File: config.mk
export PLATFORM = sky130hd
export DESIGN_NAME = usrf_framer_flat
export DESIGN_NICKNAME = d
export VERILOG_FILES = /design/src/hdl/usrf_pkg.sv /design/src/hdl/usrf_link_if.sv /design/src/hdl/usrf_framer.sv /design/src/flat_wrapper.sv
export SDC_FILE = /design/constraint.sdc
export NUM_CORES = 1
export LEC_CHECK = 0
export ABC_AREA = 1
export ABC_CLOCK_PERIOD_IN_PS = 1300
export BUFFER_PORTS_ARGS = -buffer_cell sky130_fd_sc_hd__buf_2
export CELL_PAD_IN_SITES_DETAIL_PLACEMENT = 0
export CELL_PAD_IN_SITES_GLOBAL_PLACEMENT = 1
export CORE_AREA = 4 4 190 155
export CTS_CLUSTER_DIAMETER = 100
export DETAILED_ROUTE_END_ITERATION = 16
export DIE_AREA = 0 0 194 159
export PLACE_DENSITY = 0.79
export SLEW_MARGIN = 20
export SYNTH_ARGS = -nofsm -noshare
export SYNTH_HDL_FRONTEND = slang
export SYNTH_SLANG_ARGS = --single-unit
File: constraint.sdc
create_clock -name CLK_SYS -period 1.3 [get_ports CLK_SYS]
set_input_delay 0.325 -clock CLK_SYS [delete_from_list [all_inputs] [get_ports CLK_SYS]]
set_output_delay 0.325 -clock CLK_SYS [all_outputs]
set_load 0.01 [all_outputs]
File: src/hdl/usrf_pkg.sv
package usrf_pkg;
    typedef logic [7:0] usrf_octet_t;
    typedef enum logic [0:0]
    {
        USRF_KIND_CNF = 1'b0,
        USRF_KIND_IND = 1'b1
    } usrf_kind_e;
    localparam logic [4:0] USRF_OFS_NODE = 5'h00;
    localparam logic [4:0] USRF_OFS_DOMAIN = 5'h01;
    localparam logic [4:0] USRF_OFS_CLUSTER = 5'h02;
    localparam logic [4:0] USRF_OFS_MASTER = 5'h08;
    localparam logic [4:0] USRF_OFS_NETDOM = 5'h0E;
    localparam logic [4:0] USRF_OFS_TABLE = 5'h11;
    localparam logic [4:0] USRF_OFS_TRANS = 5'h12;
    localparam logic [4:0] USRF_OFS_OUTCOME = 5'h13;
    localparam logic [4:0] USRF_OFS_REFRAIN = 5'h14;
    localparam logic [4:0] USRF_LEN_BASE = 5'h14;
    localparam logic [4:0] USRF_LEN_REFRAIN = 5'h15;
    localparam logic [7:0] USRF_OC_SUCCESS = 8'h00;
    localparam logic [7:0] USRF_OC_FAILURE = 8'h01;
    localparam logic [7:0] USRF_OC_REFRAIN = 8'h02;
endpackage

File: src/hdl/usrf_link_if.sv
`timescale 1ns/100ps
interface usrf_link_if;
    import usrf_pkg::*;
    // One octet per beat, valid/ready, last marks final octet
    logic valid;
    logic ready;
    usrf_octet_t data;
    logic last;
    usrf_kind_e kind;
    modport sender (output valid, output data, output last, output kind,
        input ready);
    modport receiver (input valid, input data, input last, input kind,
        output ready);
endinterface

File: src/hdl/usrf_framer.sv
`timescale 1ns/100ps
// What this block does
// - Send confirmation for each slot request
// - Send indication with final request outcome
// - Octet 0 carries sender node number
// - Octet 1 carries domain designator
// - Octets 2-7 carry cluster number
// - Octets 8-13 carry governing master registration
// - Octets 14-16 carry network domain number
// - Confirmation octet 17 carries coordination table
// - Confirmation octet 18 carries transaction number
// - Indication octets 17-18 carry same fields
// - Confirmation codes: 0 ok, 1 fail, 2 refrain
// - Octet 20 counts refrain allocation periods
// - Refrain octet present only for code 2
// - Master refrains requests for signalled periods
// - Indication codes: 0 ok, 1 fail only
// - Request octet 18 holds echoed transaction
module usrf_framer
    import usrf_pkg::*;
#(
    // Header octets ahead of the outcome code
    parameter int HEADER_OCTETS = 19
)
(
    // Clock, reset, enable
    input wire logic CLK_SYS,
    input wire logic SRST,
    input wire logic CE,
    // Identity of this node
    input wire logic [7:0] SENDER_NODE_NUMBER,
    input wire logic [7:0] SENDER_DOMAIN_DESIGNATOR,
    input wire logic [47:0] SENDER_CLUSTER_NUMBER,
    input wire logic [47:0] GOVERNING_MASTER_REGISTRATION,
    input wire logic [23:0] NETWORK_DOMAIN_NUMBER,
    // Reply request from management logic
    input wire logic SEND_REQ,
    input wire usrf_pkg::usrf_kind_e SEND_KIND,
    input wire logic [7:0] COORDINATION_TABLE_NUMBER,
    input wire logic [7:0] TRANSACTION_NUMBER,
    input wire logic [7:0] OUTCOME_CODE,
    input wire logic [7:0] REFRAIN_PERIOD_COUNT,
    output logic SEND_BUSY,
    output logic SEND_DONE,
    // Link
    usrf_link_if.sender LINK
);
    import usrf_pkg::*;

    ////////////////////////////////////////////////////////////////////////
    logic [167:0] hdr_reg, hdr_next;
    logic [7:0] code_reg, code_next;
    logic [7:0] refrain_reg, refrain_next;
    usrf_kind_e kind_reg, kind_next;
    logic [4:0] idx_reg, idx_next;
    logic [4:0] len_reg, len_next;
    logic busy_reg, busy_next;
    logic done_reg, done_next;
    logic valid_reg, valid_next;
    logic [7:0] data_reg, data_next;
    logic last_reg, last_next;
    logic [7:0] safe_code;
    logic [7:0] cur_octet;
    logic [4:0] send_len;

    // Header register must hold every octet ahead of the outcome
    if (HEADER_OCTETS != int'(USRF_OFS_OUTCOME) || HEADER_OCTETS * 8 > 168)
    begin : g_size_check
        $error("header length does not fit the register");
    end

    ////////////////////////////////////////////////////////////////////////
    // Reserved codes replaced by failure before sending
    always_comb
    begin
        safe_code = OUTCOME_CODE;
        if (SEND_KIND == USRF_KIND_IND && OUTCOME_CODE > USRF_OC_FAILURE)
        begin
            safe_code = USRF_OC_FAILURE;
        end
        if (SEND_KIND == USRF_KIND_CNF && OUTCOME_CODE > USRF_OC_REFRAIN)
        begin
            safe_code = USRF_OC_FAILURE;
        end
    end

    // Octet select: header shifts out MSB octet first
    always_comb
    begin
        cur_octet = hdr_reg[167:160];
        if (idx_reg == USRF_OFS_OUTCOME)
        begin
            cur_octet = code_reg;
        end
        else if (idx_reg == USRF_OFS_REFRAIN)
        begin
            cur_octet = refrain_reg;
        end
    end

    // Refrain octet only follows a refrain confirmation
    always_comb
    begin
        send_len = USRF_LEN_BASE;
        if (SEND_KIND == USRF_KIND_CNF && safe_code == USRF_OC_REFRAIN)
        begin
            send_len = USRF_LEN_REFRAIN;
        end
    end

    always_comb
    begin
        hdr_next = hdr_reg;
        code_next = code_reg;
        refrain_next = refrain_reg;
        kind_next = kind_reg;
        idx_next = idx_reg;
        len_next = len_reg;
        busy_next = busy_reg;
        done_next = 1'b0;
        valid_next = valid_reg;
        data_next = data_reg;
        last_next = last_reg;
        if (!busy_reg)
        begin
            if (SEND_REQ)
            begin
                hdr_next = {SENDER_NODE_NUMBER,
                    SENDER_DOMAIN_DESIGNATOR,
                    SENDER_CLUSTER_NUMBER,
                    GOVERNING_MASTER_REGISTRATION,
                    NETWORK_DOMAIN_NUMBER,
                    COORDINATION_TABLE_NUMBER,
                    TRANSACTION_NUMBER,
                    16'h0000};
                code_next = safe_code;
                refrain_next = REFRAIN_PERIOD_COUNT;
                kind_next = SEND_KIND;
                len_next = send_len;
                idx_next = USRF_OFS_NODE;
                busy_next = 1'b1;
            end
        end
        else if (!valid_reg || LINK.ready)
        begin
            if (valid_reg && last_reg)
            begin
                valid_next = 1'b0;
                last_next = 1'b0;
                busy_next = 1'b0;
                done_next = 1'b1;
            end
            else
            begin
                valid_next = 1'b1;
                data_next = cur_octet;
                last_next = (idx_reg == len_reg - 5'h01);
                idx_next = idx_reg + 5'h01;
                if (idx_reg < USRF_OFS_OUTCOME)
                begin
                    hdr_next = {hdr_reg[159:0], 8'h00};
                end
            end
        end
    end

    always_ff @(posedge CLK_SYS)
    begin
        if (SRST)
        begin
            hdr_reg <= '0;
            code_reg <= 8'h00;
            refrain_reg <= 8'h00;
            kind_reg <= USRF_KIND_CNF;
            idx_reg <= 5'h00;
            len_reg <= USRF_LEN_BASE;
            busy_reg <= 1'b0;
            done_reg <= 1'b0;
            valid_reg <= 1'b0;
            data_reg <= 8'h00;
            last_reg <= 1'b0;
        end
        else if (CE)
        begin
            hdr_reg <= hdr_next;
            code_reg <= code_next;
            refrain_reg <= refrain_next;
            kind_reg <= kind_next;
            idx_reg <= idx_next;
            len_reg <= len_next;
            busy_reg <= busy_next;
            done_reg <= done_next;
            valid_reg <= valid_next;
            data_reg <= data_next;
            last_reg <= last_next;
        end
    end

    ////////////////////////////////////////////////////////////////////////
    // Outputs straight from registers
    assign SEND_BUSY = busy_reg;
    assign SEND_DONE = done_reg;
    assign LINK.valid = valid_reg;
    assign LINK.data = data_reg;
    assign LINK.last = last_reg;
    assign LINK.kind = kind_reg;
endmodule

File: src/flat_wrapper.sv
// flat-port wrapper written by rule: the top's interface ports become plain ports
module usrf_framer_flat import usrf_pkg::*;
#(
                                              
    parameter int HEADER_OCTETS = 19
)
  (CLK_SYS, SRST, CE, SENDER_NODE_NUMBER, SENDER_DOMAIN_DESIGNATOR, SENDER_CLUSTER_NUMBER, GOVERNING_MASTER_REGISTRATION, NETWORK_DOMAIN_NUMBER, SEND_REQ, SEND_KIND, COORDINATION_TABLE_NUMBER, TRANSACTION_NUMBER, OUTCOME_CODE, REFRAIN_PERIOD_COUNT, SEND_BUSY, SEND_DONE, LINK_valid, LINK_data, LINK_last, LINK_kind, LINK_ready);
  usrf_link_if LINK_i ();
  input wire logic CLK_SYS;
  input wire logic SRST;
  input wire logic CE;
  input wire logic [7:0] SENDER_NODE_NUMBER;
  input wire logic [7:0] SENDER_DOMAIN_DESIGNATOR;
  input wire logic [47:0] SENDER_CLUSTER_NUMBER;
  input wire logic [47:0] GOVERNING_MASTER_REGISTRATION;
  input wire logic [23:0] NETWORK_DOMAIN_NUMBER;
  input wire logic SEND_REQ;
  input wire usrf_pkg::usrf_kind_e SEND_KIND;
  input wire logic [7:0] COORDINATION_TABLE_NUMBER;
  input wire logic [7:0] TRANSACTION_NUMBER;
  input wire logic [7:0] OUTCOME_CODE;
  input wire logic [7:0] REFRAIN_PERIOD_COUNT;
  output logic SEND_BUSY;
  output logic SEND_DONE;
  output wire logic [$bits(LINK_i.valid)-1:0] LINK_valid;
  output wire logic [$bits(LINK_i.data)-1:0] LINK_data;
  output wire logic [$bits(LINK_i.last)-1:0] LINK_last;
  output wire logic [$bits(LINK_i.kind)-1:0] LINK_kind;
  input wire logic [$bits(LINK_i.ready)-1:0] LINK_ready;
  assign LINK_valid = LINK_i.valid;
  assign LINK_data = LINK_i.data;
  assign LINK_last = LINK_i.last;
  assign LINK_kind = LINK_i.kind;
  assign LINK_i.ready = LINK_ready;
  usrf_framer #(.HEADER_OCTETS(HEADER_OCTETS)) u_core (.CLK_SYS(CLK_SYS), .SRST(SRST), .CE(CE), .SENDER_NODE_NUMBER(SENDER_NODE_NUMBER), .SENDER_DOMAIN_DESIGNATOR(SENDER_DOMAIN_DESIGNATOR), .SENDER_CLUSTER_NUMBER(SENDER_CLUSTER_NUMBER), .GOVERNING_MASTER_REGISTRATION(GOVERNING_MASTER_REGISTRATION), .NETWORK_DOMAIN_NUMBER(NETWORK_DOMAIN_NUMBER), .SEND_REQ(SEND_REQ), .SEND_KIND(SEND_KIND), .COORDINATION_TABLE_NUMBER(COORDINATION_TABLE_NUMBER), .TRANSACTION_NUMBER(TRANSACTION_NUMBER), .OUTCOME_CODE(OUTCOME_CODE), .REFRAIN_PERIOD_COUNT(REFRAIN_PERIOD_COUNT), .SEND_BUSY(SEND_BUSY), .SEND_DONE(SEND_DONE), .LINK(LINK_i));
endmodule
==> metrics.md <==
| Metric | Value |
|---|---|
| Total die area | `30850 um2` |
| Initial antenna violation count | `0` |
| CP Launch Point | `u_core.idx_reg[4]` |
| Relative slew slack | `76.35%` |
| TritonCTS clock tree | `yes` |
| Worst skew pair latency | `approximately 0.44 ns` |
| Final period util | `116.1%` |
| Core Footprint | `about 27000 um2` |
| Layout area overhead | `60.44%` |
| Crit end category | `flop` |
| Dpl cell area | `11480 um2` |
| DRC Markers | `0` |
| Clock transition at the registers of the reported paths | `0.08 ns` |
| DR vias | `10530` |
| Vias in the first global route | `9584` |
| PnR worst setup slack | `-0.2089 ns` |
| Total power | `0.01523 W` |
| Mapped Cells | `1399` |
| CP startpoint kind | `flop` |
| Sequential area share after synthesis | `39.18%` |
| Library cells used by synthesis | `23` |
| Number of fill cells | `roughly 2500` |
| Ratio of cells with drive above 1 in the final layout | `around two fifths` |
| Sink Count | `about 190` |
| Die W | `between 150 and 200 um` |
| Initial core utilization | `35.01%` |
| LEAKAGE | `6.651 nW` |
| Crit-path max FO | `7` |
| Post-Syn Nets | `1575` |
| Worst Skew | `between 0.01 and 0.015 ns` |
| Outcome | `complete, but fails checks` |
| # IOs | `187` |
| Peak supply drop | `about 800 uV` |
| Longest Clk Path Bufs | `2` |
| DRT Pass-1 Iters | `5` |
| Yosys warns | `0` |
| First-pass GRT wire length | `48610 um` |
| Nets | `between 1500 and 2000` |
| PwrDens | `993.7 nW/um2` |
| RSZ-0062 raised after global routing | `yes` |
| Antenna Diode Count | `0` |
| WP data arrival | `around 1.8 ns` |
| Max Cap Viol | `0` |
| Min cycle time layout | `1.509 ns` |
| Number of cell rows | `54` |
| Hold-fix buffers at CTS | `0` |
| Fmax | `roughly 660 MHz` |
| DR vias/cell | `5.128` |
| Routability cong. | `0.8040` |
| Antenna violation net count after detailed routing | `0` |
| Hold/Removal Path Class | `input port to flop` |
| Final hold vios | `0` |
| WL final | `35230 um` |
| H-tree levels | `4` |
| Reg2reg start | `u_core.idx_reg[4]` |
| Max FFs per register | `around 150` |
| Hold wc startpoint | `TRANSACTION_NUMBER[6]` |
| Gr usage total | `a little under a fifth` |
| Worst EP required | `1.63 ns` |
| Clock buffer count from CTS | `17` |
| IO Port Bufs | `186` |
| Drt wl/cell | `17.15 um` |
| Mean Syn Cell Area | `roughly 6.8 um2` |
| Final setup vio count | `179` |
| Final HPWL DP | `19240 um` |
| Critical path class | `flop to flop` |
| DIE HEIGHT | `159 um` |
| Largest net degree at the start of global routing | `65` |
| Max Slew Vio Count | `0` |
| Post-route cell area | `15330 um2` |
| GRT Residual Overflow | `0` |
| Slew at the pin with the worst max-slew slack | `around 0.35 ns` |
| Yosys reg bits | `187` |
| Cell area after synthesis | `9555 um2` |
| DRT iter0 DRCs | `763` |
| Failing checks | `setup timing` |
| CTS Root Buffer Type | `clkbuf_16` |
[critical path, stage by stage (launching register included)]
cell       delay (ns)
dfxtp_1          0.48
nand3_4          0.16
buf_12           0.19
clkbuf_16        0.18
clkbuf_16        0.17
a21oi_2          0.15
nor2_1           0.06
[stage by stage]
stage | setup TNS [ns] | cells | hold WS (ns) | setup WS (ns) | utilization [%]
CTS | -18.60 | 2004 | 0.05899 | -0.1719 | 47.97
detailed placement | -34.89 | 1933 | 0.4302 | -0.2744 | 42.07
global route | -34.08 | 2054 | 0.07507 | -0.2547 | 56.17
floorplan | 0 | 1399 | 0.3941 | 0.006818 | -
finish | -23.65 | 2054 | 0.07784 | -0.2089 | 56.17
global placement | -28.02 | 1933 | 0.4251 | -0.2223 | 42.07
[power breakdown]
part	internal (W)	switching [W]	total [W]
registers	0.00619	0.000308	0.00650
clock network	0.00261	0.00252	0.00513
logic	0.00179	0.00181	0.00360
[placed cells by master, fill, tap and decap left out, types with 9 or more instances in the layout]
master / Yosys / layout
nand2_1: 359 / 331
o21ai_0: 20 / 10
a21oi_2: 0 / 86
clkbuf_16: 0 / 50
nand3_1: 169 / 68
a21oi_4: 0 / 11
buf_6: 14 / 36
inv_1: 40 / 36
buf_8: 0 / 9
dfxtp_1: 187 / 179
nand3_2: 2 / 88
nand3_4: 0 / 15
nand2_2: 2 / 28
buf_12: 0 / 41
buf_16: 0 / 16
a21boi_1: 1 / 52
nor2_1: 186 / 181
buf_4: 16 / 55
buf_2: 51 / 183
a21boi_0: 143 / 68
a21oi_1: 157 / 60
a21boi_2: 0 / 22
[cell usage after synthesis]
library cell	instances	area, um2
clkbuf_1	37	138.9
nor2_2	2	12.51
a21boi_0	143	1074
buf_6	14	157.7
dfxtp_1	187	3744
inv_1	40	150.1
o21ai_1	1	5.000
o21ai_0	20	100.1
ha_1	2	25.02
nand3_1	169	845.8
buf_4	16	120.1
a21oi_1	157	785.8
inv_2	2	7.510
a21boi_1	1	7.510
nand3_2	2	20.02
buf_2	51	255.2
nor3_1	3	15.01
nor2_1	186	698.2
inv_4	1	6.260
nand2_1	359	1348
o2111ai_1	1	8.760
nand2_2	2	12.51
nand4_1	3	18.77
[cells by family (layout without fill, tap and decap cells)]
group	Yosys count	count (layout)	share of synthesized area, %
compound gates	323	323	20.73
buf+inv	161	448	8.747
flops	187	187	39.18
fa+ha+maj	2	2	0.2618
simple gates	726	730	31.09
[routing by layer]
metal / up-vias / GRT usage [%] / wire (um)
met2: 275 / 30.39 / 16670
met5: - / 0 / 0
met3: 31 / 3.893 / 1937
li1: 5205 / - / -
met4: 0 / 3.770 / 340
met1: 5021 / 26.23 / 16280
[path summary, 6_finish.rpt]
kind,end,slack [ns],cells after the start
min reg2reg,u_core.code_reg[5],0.44,2
max reg2reg,u_core.hdr_reg[45],-0.21,6
min,u_core.hdr_reg[22],0.08,3
max,u_core.hdr_reg[45],-0.21,6
[cell type report]
class	count	area, um2	share of cell area, %
clock inverter	12	105.1	0.6855
timing repair buffer	374	3989	26.02
clock buffer	19	452.9	2.954
multi-input combinational	1055	6392	41.70
sequential	187	3759	24.52
tap	364	455.4	2.971
inverter	43	177.7	1.159
[what timing repair did]
item / 4_1_cts / 5_1_grt
pin swaps: 28 / 144
buffers inserted: 23 / 8
endpoints found under the setup margin: 173 / 182
gates resized for setup: 132 / 350
gates cloned: 17 / 45
Power figures use the tool's default switching activity.
